--- src/design/chc_pkg.sv ---
/*
 * chc_pkg: constants and carrier types for the configuration header and
 * id-capture block. Assumes a 32-bit APB host and one function per instance.
 */
package chc_pkg;
	// ----------------------------------------------------------------
	// header offsets (byte addresses)
	// ----------------------------------------------------------------
	localparam logic [7:0] CHC_OFF_ID      = 8'h00;
	localparam logic [7:0] CHC_OFF_CMDSTAT = 8'h04;
	localparam logic [7:0] CHC_OFF_CLASS   = 8'h08;
	localparam logic [7:0] CHC_OFF_MISC    = 8'h0C;
	localparam logic [7:0] CHC_OFF_BAR_LO  = 8'h10;
	localparam logic [7:0] CHC_OFF_BAR_HI  = 8'h14;
	localparam logic [7:0] CHC_OFF_CAPPTR  = 8'h34;
	localparam logic [7:0] CHC_OFF_CAPITEM = 8'h40;
	localparam logic [7:0] CHC_OFF_CAPID   = 8'h44;

	// ----------------------------------------------------------------
	// command and status fields
	// ----------------------------------------------------------------
	localparam int CHC_CMD_MEM  = 1;
	localparam int CHC_CMD_BM   = 2;
	localparam int CHC_CMD_MWI  = 4;
	localparam int CHC_CMD_STEP = 7;
	localparam int CHC_CMD_FBB  = 9;
	localparam logic [10:0] CHC_CMD_MASK = 11'h7FF;
	localparam int CHC_STS_CAPL   = 4;
	localparam int CHC_STS_66     = 5;
	localparam int CHC_STS_FBBCAP = 7;
	localparam int CHC_STS_DEVSEL = 9;

	// ----------------------------------------------------------------
	// reset values and fixed codes
	// ----------------------------------------------------------------
	localparam logic [7:0] CHC_LAT_RST_CONV = 8'h00;
	localparam logic [7:0] CHC_LAT_RST_ENH  = 8'h40;
	localparam logic [7:0] CHC_BUS_RST      = 8'hFF;
	localparam logic [4:0] CHC_DEV_RST      = 5'h1F;
	localparam logic [7:0] CHC_CAP_ITEM_ID  = 8'h07;
	localparam logic [7:0] CHC_HDR_TYPE0    = 8'h00;
	localparam logic [2:0] CHC_BAR_MEM64    = 3'h4;
	localparam int         CHC_BAR_MIN_LOG2 = 7;
	// pipeline fill after reset before the synced pattern is trusted
	// three flops plus agreement: synced output is first valid after edge four
	localparam logic [2:0] CHC_MODE_SETTLE  = 3'h4;

	// ----------------------------------------------------------------
	// carriers
	// ----------------------------------------------------------------
	typedef struct packed {
		logic [7:0] bus_num;
		logic [4:0] dev_num;
	} chc_attr_type;

	typedef struct packed {
		logic [7:0] bus_num;
		logic [4:0] dev_num;
		logic [2:0] func_num;
	} chc_id_type;
endpackage : chc_pkg

--- src/design/chc_cfg_header.sv ---
/*
 * chc_cfg_header: type 0 configuration header with bus/device id capture.
 * Assumes an APB master issuing configuration accesses, cfg_attr valid with
 * each write, and the init pattern held steady across reset release.
 */
// Implementation choices: the register addresses and the APB interface to the registers.
// Notes on behaviour
// reset forces captured bus and device numbers to all ones
// every config write to this function latches bus and device numbers
// captured numbers form the requester and completer id
// host issues a config write after each reset release
// host rewrites devices when a segment's bus number changes
// host sets bus master via command write before non-split initiation
// split completions start regardless of bus master enable
// early split completions carry uninitialised ids, routed by requester id
// no split transaction with an ambiguous requester id
// conventional mode keeps base header behaviour unchanged
// enhanced mode ignores fast back-to-back, stepping and mwi enables
// capabilities-list status bit always reads one
// fast back-to-back never performed in enhanced mode
// select timing field reports conventional timing always
// memory bar supports 64-bit addressing over two registers
// prefetchable bit set unless side effects or no write merging
// bar requests at least 128 bytes
// bar size smallest power of two above space used
// latency timer defaults to 64 in enhanced mode
// prefetchable reads need only valid enabled bytes
// software places non-prefetchable ranges below 4 GB
// mode chosen from init pattern at reset release
// reserved writes discarded, reserved reads return zero
// capture only on accepted writes to this function
`timescale 1ns/1ps
module chc_cfg_header
	import chc_pkg::*;
#(
	parameter logic [31:0] ID_WORD     = 32'h0000_0000, // arbitrary value
	parameter logic [31:0] CLASS_WORD  = 32'h0000_0000, // arbitrary value
	parameter logic [2:0]  FUNC_NUM    = 3'h0,
	parameter int          BAR_LOG2    = 7,
	parameter bit          BAR_PREF    = 1'b1,
	parameter logic [1:0]  DEVSEL_TIME = 2'h1,
	parameter bit          CAP_66      = 1'b0,
	parameter bit          FBB_CAP     = 1'b0
) (
	input  wire logic         pclk,
	input  wire logic         presetn,
	input  wire logic         psel,
	input  wire logic         penable,
	input  wire logic         pwrite,
	input  wire logic [7:0]   paddr,
	input  wire logic [31:0]  pwdata,
	input  wire logic [3:0]   pstrb,
	output logic              pready,
	output logic [31:0]       prdata,
	output logic              pslverr,
	input  wire chc_attr_type cfg_attr,
	input  wire logic [2:0]   init_pattern,
	input  wire logic         want_split_cpl,
	input  wire logic         want_other,
	output logic              start_split_cpl,
	output logic              start_other,
	output chc_id_type        req_id,
	output logic              enhanced_mode,
	output logic              mem_en,
	output logic              mwi_en,
	output logic              fbb_en,
	output logic              step_en
);
	// ----------------------------------------------------------------
	// local state
	// ----------------------------------------------------------------
	localparam int BAR_LG = (BAR_LOG2 < CHC_BAR_MIN_LOG2) ? CHC_BAR_MIN_LOG2 : BAR_LOG2;
	localparam logic [31:0] BAR_MASK = ~((32'h1 << BAR_LG) - 32'h1);

	logic [2:0]  pattern_sync;
	logic [2:0]  settle_q;
	logic        mode_done_q;
	logic [10:0] cmd_q;
	logic [7:0]  lat_q;
	logic [7:0]  cls_q;
	logic [31:0] bar_lo_q;
	logic [31:0] bar_hi_q;
	logic [7:0]  bus_q;
	logic [4:0]  dev_q;
	logic        ids_valid_q;
	logic        wr_acc;
	logic        rd_setup;
	logic [31:0] rd_d;
	logic [31:0] cmd_wr;

	// byte-lane merge for a written word
	function automatic logic [31:0] merge(input logic [31:0] old, input logic [31:0] nw,
		input logic [3:0] be);
		logic [31:0] r;
		r = old;
		for (int i = 0; i < 4; i++) begin
			if (be[i]) r[i*8 +: 8] = nw[i*8 +: 8];
		end
		return r;
	endfunction : merge

	chc_sync #(.W(3)) u_sync (
		.pclk    (pclk),
		.presetn (presetn),
		.pin_in  (init_pattern),
		.pin_out (pattern_sync)
	);

	// ----------------------------------------------------------------
	// mode latch after reset release
	// ----------------------------------------------------------------
	// waits for the synchroniser to fill so reset zeros are not mistaken
	always_ff @(posedge pclk or negedge presetn) begin
		if (!presetn) begin
			settle_q      <= '0;
			mode_done_q   <= 1'b0;
			enhanced_mode <= 1'b0;
		end else if (!mode_done_q) begin
			settle_q <= settle_q + 3'h1;
			if (settle_q == CHC_MODE_SETTLE) begin
				mode_done_q   <= 1'b1;
				enhanced_mode <= |pattern_sync;
			end
		end
	end

	// ----------------------------------------------------------------
	// APB slave
	// ----------------------------------------------------------------
	assign wr_acc   = psel & penable & pready & pwrite;
	assign rd_setup = psel & ~penable & ~pwrite;
	// command word after byte-lane merge; only the low eleven bits are kept
	assign cmd_wr   = merge({21'h0, cmd_q}, pwdata, pstrb);

	// zero-wait: pready rises in the first access cycle
	always_ff @(posedge pclk or negedge presetn) begin
		if (!presetn) begin
			pready  <= 1'b0;
			pslverr <= 1'b0;
		end else begin
			pready  <= psel & ~penable & ~pready;
			pslverr <= 1'b0;
		end
	end

	// read mux; unmapped and reserved bits return zero
	always_comb begin
		rd_d = '0;
		unique case (paddr)
			CHC_OFF_ID:      rd_d = ID_WORD;
			CHC_OFF_CMDSTAT: begin
				rd_d[10:0]                        = cmd_q;
				rd_d[16+CHC_STS_CAPL]             = 1'b1;
				rd_d[16+CHC_STS_66]               = CAP_66;
				rd_d[16+CHC_STS_FBBCAP]           = FBB_CAP & ~enhanced_mode;
				rd_d[16+CHC_STS_DEVSEL +: 2]      = DEVSEL_TIME;
			end
			CHC_OFF_CLASS:   rd_d = CLASS_WORD;
			CHC_OFF_MISC:    rd_d = {8'h00, CHC_HDR_TYPE0, lat_q, cls_q};
			CHC_OFF_BAR_LO:  rd_d = {bar_lo_q[31:4], BAR_PREF, CHC_BAR_MEM64};
			CHC_OFF_BAR_HI:  rd_d = bar_hi_q;
			CHC_OFF_CAPPTR:  rd_d = {24'h0, CHC_OFF_CAPITEM};
			CHC_OFF_CAPITEM: rd_d = {24'h0, CHC_CAP_ITEM_ID};
			CHC_OFF_CAPID:   rd_d = {16'h0, bus_q, dev_q, FUNC_NUM};
			default:         rd_d = '0;
		endcase
	end

	always_ff @(posedge pclk or negedge presetn) begin
		if (!presetn) begin
			prdata <= '0;
		end else if (rd_setup) begin
			prdata <= rd_d;
		end
	end

	// ----------------------------------------------------------------
	// writable header registers
	// ----------------------------------------------------------------
	// all command bits stored as in conventional mode; effect gated below
	always_ff @(posedge pclk or negedge presetn) begin
		if (!presetn) begin
			cmd_q <= '0;
		end else if (wr_acc && paddr == CHC_OFF_CMDSTAT) begin
			cmd_q <= cmd_wr[10:0] & CHC_CMD_MASK;
		end
	end

	always_ff @(posedge pclk or negedge presetn) begin
		if (!presetn) begin
			lat_q <= CHC_LAT_RST_CONV;
			cls_q <= '0;
		end else if (!mode_done_q && settle_q == CHC_MODE_SETTLE) begin
			lat_q <= (|pattern_sync) ? CHC_LAT_RST_ENH : CHC_LAT_RST_CONV;
		end else if (wr_acc && paddr == CHC_OFF_MISC) begin
			if (pstrb[0]) cls_q <= pwdata[7:0];
			if (pstrb[1]) lat_q <= pwdata[15:8];
		end
	end

	// low bits below the range size stay zero; size from BAR_LOG2, raised to CHC_BAR_MIN_LOG2 if below it
	always_ff @(posedge pclk or negedge presetn) begin
		if (!presetn) begin
			bar_lo_q <= '0;
			bar_hi_q <= '0;
		end else if (wr_acc && paddr == CHC_OFF_BAR_LO) begin
			bar_lo_q <= merge(bar_lo_q, pwdata, pstrb) & BAR_MASK;
		end else if (wr_acc && paddr == CHC_OFF_BAR_HI) begin
			bar_hi_q <= merge(bar_hi_q, pwdata, pstrb);
		end
	end

	// ----------------------------------------------------------------
	// id capture
	// ----------------------------------------------------------------
	// any accepted write, mapped or not, addresses this function
	always_ff @(posedge pclk or negedge presetn) begin
		if (!presetn) begin
			bus_q       <= CHC_BUS_RST;
			dev_q       <= CHC_DEV_RST;
			ids_valid_q <= 1'b0;
		end else if (wr_acc) begin
			bus_q       <= cfg_attr.bus_num;
			dev_q       <= cfg_attr.dev_num;
			ids_valid_q <= 1'b1;
		end
	end

	always_ff @(posedge pclk or negedge presetn) begin
		if (!presetn) begin
			req_id <= '{bus_num: CHC_BUS_RST, dev_num: CHC_DEV_RST, func_num: FUNC_NUM};
		end else begin
			req_id <= '{bus_num: bus_q, dev_num: dev_q, func_num: FUNC_NUM};
		end
	end

	// ----------------------------------------------------------------
	// initiation gating and effective enables
	// ----------------------------------------------------------------
	// a split completion needs no bus master and may carry the reset id
	always_ff @(posedge pclk or negedge presetn) begin
		if (!presetn) begin
			start_split_cpl <= 1'b0;
			start_other     <= 1'b0;
		end else begin
			start_split_cpl <= want_split_cpl;
			start_other     <= want_other & cmd_q[CHC_CMD_BM]
				& (ids_valid_q | ~enhanced_mode);
		end
	end

	always_ff @(posedge pclk or negedge presetn) begin
		if (!presetn) begin
			mem_en  <= 1'b0;
			mwi_en  <= 1'b0;
			fbb_en  <= 1'b0;
			step_en <= 1'b0;
		end else begin
			mem_en  <= cmd_q[CHC_CMD_MEM];
			mwi_en  <= cmd_q[CHC_CMD_MWI] & ~enhanced_mode;
			fbb_en  <= cmd_q[CHC_CMD_FBB] & FBB_CAP & ~enhanced_mode;
			step_en <= cmd_q[CHC_CMD_STEP] & ~enhanced_mode;
		end
	end

	// ----------------------------------------------------------------
	// assertions
	// ----------------------------------------------------------------
	AST_RST_ONES: assert property (@(posedge pclk) $rose(presetn) |->
		(bus_q == CHC_BUS_RST && dev_q == CHC_DEV_RST))
		else $error("captured ids not all ones after reset");
	AST_CAPTURE: assert property (@(posedge pclk) disable iff (!presetn)
		wr_acc |=> (bus_q == $past(cfg_attr.bus_num) && dev_q == $past(cfg_attr.dev_num)))
		else $error("ids not captured on config write");
	AST_NO_CAP_RD: assert property (@(posedge pclk) disable iff (!presetn)
		!wr_acc |=> $stable(bus_q) && $stable(dev_q))
		else $error("ids changed without a write");
	AST_ID_OUT: assert property (@(posedge pclk) disable iff (!presetn)
		wr_acc |-> ##2 (req_id.bus_num == $past(cfg_attr.bus_num, 2)))
		else $error("requester id does not follow capture");
	AST_SPLIT: assert property (@(posedge pclk) disable iff (!presetn)
		presetn && want_split_cpl |=> start_split_cpl)
		else $error("split completion blocked");
	AST_OTHER_GATE: assert property (@(posedge pclk) disable iff (!presetn)
		start_other |-> $past(cmd_q[CHC_CMD_BM]) && (ids_valid_q || !enhanced_mode))
		else $error("transaction started without bus master or ids");
	AST_MWI_IGN: assert property (@(posedge pclk) disable iff (!presetn)
		enhanced_mode && $past(enhanced_mode) |-> !mwi_en && !step_en)
		else $error("ignored enable acted in enhanced mode");
	AST_FBB: assert property (@(posedge pclk) disable iff (!presetn)
		enhanced_mode && $past(enhanced_mode) |-> !fbb_en)
		else $error("fast back-to-back in enhanced mode");
	AST_CAPLIST: assert property (@(posedge pclk) disable iff (!presetn)
		psel && penable && pready && !pwrite && paddr == CHC_OFF_CMDSTAT |->
		prdata[16+CHC_STS_CAPL] && prdata[16+CHC_STS_DEVSEL +: 2] == DEVSEL_TIME)
		else $error("status capability or select timing wrong");
	AST_LAT: assert property (@(posedge pclk) disable iff (!presetn)
		$rose(mode_done_q) && enhanced_mode |-> lat_q == CHC_LAT_RST_ENH)
		else $error("latency timer default wrong");
	AST_UNMAPPED: assert property (@(posedge pclk) disable iff (!presetn)
		psel && penable && pready && !pwrite && paddr == 8'h3C |-> prdata == 32'h0)
		else $error("unmapped read not zero");
	AST_BAR: assert property (@(posedge pclk) disable iff (!presetn)
		bar_lo_q[BAR_LG-1:0] == '0)
		else $error("bar low bits not zero");

	COV_CAPTURE: cover property (@(posedge pclk) disable iff (!presetn) wr_acc);
	COV_EARLY_SPLIT: cover property (@(posedge pclk) disable iff (!presetn)
		start_split_cpl && !ids_valid_q);
	COV_ENH: cover property (@(posedge pclk) disable iff (!presetn)
		$rose(mode_done_q) && enhanced_mode);
endmodule : chc_cfg_header

--- src/design/chc_sync.sv ---
/*
 * chc_sync: three-stage synchroniser with agreement filter for pin inputs.
 * Assumes the input is quasi-static relative to pclk.
 */
`timescale 1ns/1ps
module chc_sync #(
	parameter int W = 3
) (
	input  wire logic         pclk,
	input  wire logic         presetn,
	input  wire logic [W-1:0] pin_in,
	output logic      [W-1:0] pin_out
);
	logic [W-1:0] s1_q;
	logic [W-1:0] s2_q;
	logic [W-1:0] s3_q;

	// first stage is read only by the second
	always_ff @(posedge pclk or negedge presetn) begin
		if (!presetn) begin
			s1_q <= '0;
			s2_q <= '0;
			s3_q <= '0;
		end else begin
			s1_q <= pin_in;
			s2_q <= s1_q;
			s3_q <= s2_q;
		end
	end

	// a change counts once stages two and three agree
	always_ff @(posedge pclk or negedge presetn) begin
		if (!presetn) begin
			pin_out <= '0;
		end else if (s2_q == s3_q) begin
			pin_out <= s3_q;
		end
	end
endmodule : chc_sync

--- config.mk ---
export PLATFORM = sky130hd
export DESIGN_NAME = chc_cfg_header
export DESIGN_NICKNAME = d
export VERILOG_FILES = /design/src/design/chc_pkg.sv /design/src/design/chc_cfg_header.sv /design/src/design/chc_sync.sv
export SDC_FILE = /design/constraint.sdc
export NUM_CORES = 1
export LEC_CHECK = 0
export ABC_AREA = 1
export BUFFER_PORTS_ARGS = -buffer_cell sky130_fd_sc_hd__buf_2
export CORE_UTILIZATION = 45
export DETAILED_ROUTE_END_ITERATION = 12
export PLACE_DENSITY_LB_ADDON = 0.2
export REMOVE_ABC_BUFFERS = 1
export SLEW_MARGIN = 20
export SYNTH_ARGS = -nofsm -noshare
export SYNTH_HDL_FRONTEND = slang
export SYNTH_HIERARCHICAL = 1
export SYNTH_SLANG_ARGS = --single-unit
--- constraint.sdc ---
create_clock -name pclk -period 4.3 [get_ports pclk]
set_clock_uncertainty 0.1 [all_clocks]
set_input_delay 0.43 -clock pclk [delete_from_list [all_inputs] [get_ports pclk]]
set_output_delay 0.43 -clock pclk [all_outputs]
set_load 0.02 [all_outputs]
==> results.sh <==
export IMPL_cp_required_ns=4.51
export IMPL_drc=0
export IMPL_synthSimpleGateAreaFrac_pct=24.7
export IMPL_crit_type="flip-flop to flip-flop"
export IMPL_path_clk_slew_ns=0.06
export IMPL_dieArea_um2=16800
export IMPL_die_height_um=130
export IMPL_rsz0062_at_grt="false"
export IMPL_syn2layout_area_growth_pct=18.0
export IMPL_crit_path_cell_trace="nand4_2 -> inv_2 -> nand3_2 -> nand2_1 -> o21ai_1"
export IMPL_cts_max_level=4
export IMPL_ir_drop_uv=258
export IMPL_cts_root_buf="clkbuf_16"
export IMPL_cap_violations=0
export IMPL_period_needed_ns=2.22
export IMPL_p_leak_nw=4.57
export IMPL_cp_arrival_ns=2.42
export IMPL_antenna_cells=0
export IMPL_grt_pass1_wl_um=27000
export IMPL_path_max_fanout=22
export IMPL_internal_power_mw=2.57
export IMPL_power_switching_uw=918
export IMPL_initial_core_util_pct=46.2
export IMPL_routed_via_count=5511
export IMPL_fmax_mhz=451
export IMPL_ant_nets=0
export IMPL_yosys_top_cells_area="dfrtp_1 48%, nand2_1 13%, dfstp_2 9.3%, nand3_1 5.5%, o21ai_2 4.8%"
export IMPL_die_x_um=130
export IMPL_yosysUniqueCellTypes=36
export IMPL_synthAdderAreaFrac_pct=0.341
export IMPL_hp_start="cfg_attr[3]"
export IMPL_gp_congestion=0.737
export IMPL_status="complete, no violations"
export IMPL_slowest_delay_ns=0.52
export IMPL_yosysSeqAreaShare_pct=57.1
export IMPL_p_clk_share_pct=41.8
export IMPL_fin_tns_setup_ns=0
export IMPL_synth_mux_area_share_pct=0
export IMPL_synth_top_family_by_area="simple AND/OR/NAND/NOR gates"
export IMPL_r2r_start="pready$_DFF_PN0_"
export IMPL_grt_ovfl_total=0
export IMPL_synthFlopType="dfrtp_1"
export IMPL_setup_violations_final=0
export IMPL_synthXorXnorAreaFrac_pct=0.460
export IMPL_port_buffers=118
export IMPL_yosysWarnings=6
export IMPL_numCtsBuffers=17
export IMPL_setup_worst_path_start="pready$_DFF_PN0_"
export IMPL_grt_start_max_net_pins=91
export IMPL_avgViaCountPerCell=4.89
export IMPL_postSynthAreaPerCell_um2=9.40
export IMPL_hold_viol_final=0
export IMPL_drive_above_1_share_pct=29.4
export IMPL_clockBufferDepth=2
export IMPL_drt_wl_total_um=16400
export IMPL_grt_pass1_vias=5296
export IMPL_cts_tree="built"
export IMPL_slew_headroom_pct=47.2
export IMPL_synth_cells=781
export IMPL_synth_edf_count=0
export IMPL_syn_cell_area_um2=7340
export IMPL_async_flop_share_pct=100
export IMPL_cts_sinks=166
export IMPL_wl_per_cell_um=14.5
export IMPL_tightest_slew_ns=0.790
export IMPL_whs_ns=0.104
export IMPL_worstSkewPairLatency_ns=0.42
export IMPL_start_kind="flip-flop"
export IMPL_pwr_share_comb_pct=8.5
export IMPL_dp_hpwl_um=10800
export IMPL_p_sw_share_pct=26.3
export IMPL_drt_pass1_iter_count=5
export IMPL_crit_path_top_delay_cell="inv_2"
export IMPL_synth_compound_area_share_pct=10.4
export IMPL_slew_viol_final=0
export IMPL_coreArea_um2=15900
export IMPL_critPathCaptureType="flip-flop"
export IMPL_ys_ff_latch=166
export IMPL_grtUsageTotal_pct=21.1
export IMPL_final_nets=968
export IMPL_drt_iter0_markers=433
export IMPL_post_route_period_util_pct=51.5
export IMPL_power_density_nw_per_um2=403
export IMPL_synth_top_cell_by_area="dfrtp_1"
export IMPL_ioPinCount=124
export IMPL_seq_power_share_pct=49.7
export IMPL_rows=46
export IMPL_hold_path_class="input pin to flip-flop"
export IMPL_synth_top_area_share_pct=47.7
export IMPL_post_cts_buffers=0
export IMPL_grt_antenna_before_repair=0
-- cells by family after synthesis --
group	Yosys count
AO/OA/AOI/OAI	116
XOR/XNOR	3
adder cells (fa/ha/maj)	2
buffers and inverters	107
flip-flops	166
other	1
AND/OR/NAND/NOR	386
-- power groups by stage --
stage / sequential [mW] / combinational (mW) / clock (mW)
floorplan: 1.82 / 0.0920 / 0
global placement: 1.76 / 0.296 / 0
detailed placement: 1.76 / 0.299 / 0
CTS: 1.74 / 0.304 / 1.48
global route: 1.75 / 0.334 / 1.53
finish: 1.73 / 0.298 / 1.46
-- metal layers --
layer,GRT usage [%],up-vias,share of wire (%),routed length [um]
met3,4.72,21,4.6,747
met4,7.46,0,1.5,238
met5,0,-,0,0
met1,29.2,2628,48,7900
met2,32.7,130,46,7500
li1,-,2732,-,-
-- critical path, delay by kind of cell, from the launching register on --
kind	cells	cell delay [ns]
simple gates	3	1.02
buf+inv	1	0.52
flops	1	0.38
compound gates	1	0.07
-- metrics by stage --
step	cells	setup slack, ns	utilization, %	instance area (um^2)	power [mW]
after CTS	1128	2.02	54.5	8660	3.52
after detailed placement	1091	1.80	50.7	8050	2.06
after global routing	1128	1.84	54.5	8660	3.62
after floorplan	751	1.91	-	7120	1.91
after global placement	1091	1.83	50.7	8050	2.06
final	1128	2.08	54.5	8660	3.49
-- repair_timing --
action / CTS / global route
hold buffers: 5 / 0
resized for setup: 0 / 0
hold endpoints to repair: 80 / 0
-- synth_stat cells (2+ instances only) --
| master | count |
|---|---|
| a21oi_1 | 3 |
| ha_1 | 2 |
| nand2_4 | 4 |
| inv_1 | 66 |
| inv_2 | 7 |
| clkbuf_1 | 5 |
| nor2_1 | 10 |
| nor3_2 | 2 |
| dfrtp_1 | 140 |
| o21ai_2 | 40 |
| nand2_1 | 251 |
| buf_4 | 6 |
| nor2_2 | 3 |
| o21ai_1 | 32 |
| buf_2 | 14 |
| dfstp_2 | 26 |
| nand3_1 | 81 |
| nand3_4 | 4 |
| nor2_8 | 3 |
| o21a_1 | 8 |
| o21ai_0 | 28 |
| o21bai_1 | 4 |
| nand3_2 | 3 |
| buf_6 | 8 |
| nor2_4 | 2 |
| nand2_2 | 15 |
| nand4_1 | 5 |
-- registers in the layout, summed over array words and instances (netlist names), 3 cells and up --
signal,cells
bar_hi_q,32
bar_lo_q,25
bus_q,8
cls_q,8
cmd_q,11
dev_q,5
lat_q,8
prdata,32
req_id,13
settle_q,3
u_sync/pin_out,3
u_sync/s1_q,3
u_sync/s2_q,3
u_sync/s3_q,3
-- placed cells by master (no fill, tap or decap), types with 7 or more instances in the layout --
cell,n
inv_2,7
nand2_2,15
nor2_1,10
o21ai_1,32
o21ai_0,28
dfstp_2,26
o21ai_2,40
clkbuf_16,18
nand3_1,81
dfrtp_1,140
nand2_1,251
inv_1,66
inv_6,7
o21a_1,8
buf_2,117
-- final cells by class --
type	instances	area [um^2]
clock inverter	14	110
inverter	73	274
sequential	166	4190
clock buffer	18	450
multi-input combinational	512	2660
tap	216	270
fill	1554	7230
timing repair buffer	129	704
-- final timing paths --
kind | end | slack, ns | depth (start not counted)
max in group asynchronous | cls_q[4]$_DFFE_PN0P_ | 2.65 | 3
setup / recovery | cmd_q[3]$_DFFE_PN0P_ | 2.08 | 5
hold reg to reg | u_sync/s2_q[0]$_DFF_PN0_ | 0.25 | 0
setup reg to reg | cmd_q[3]$_DFFE_PN0P_ | 2.08 | 5
min in group asynchronous | prdata[22]$_DFFE_PN0P_ | 0.50 | 2
hold / removal | dev_q[3]$_DFFE_PN1N_ | 0.10 | 3
Note: power is estimated with default switching activity, not from simulation.
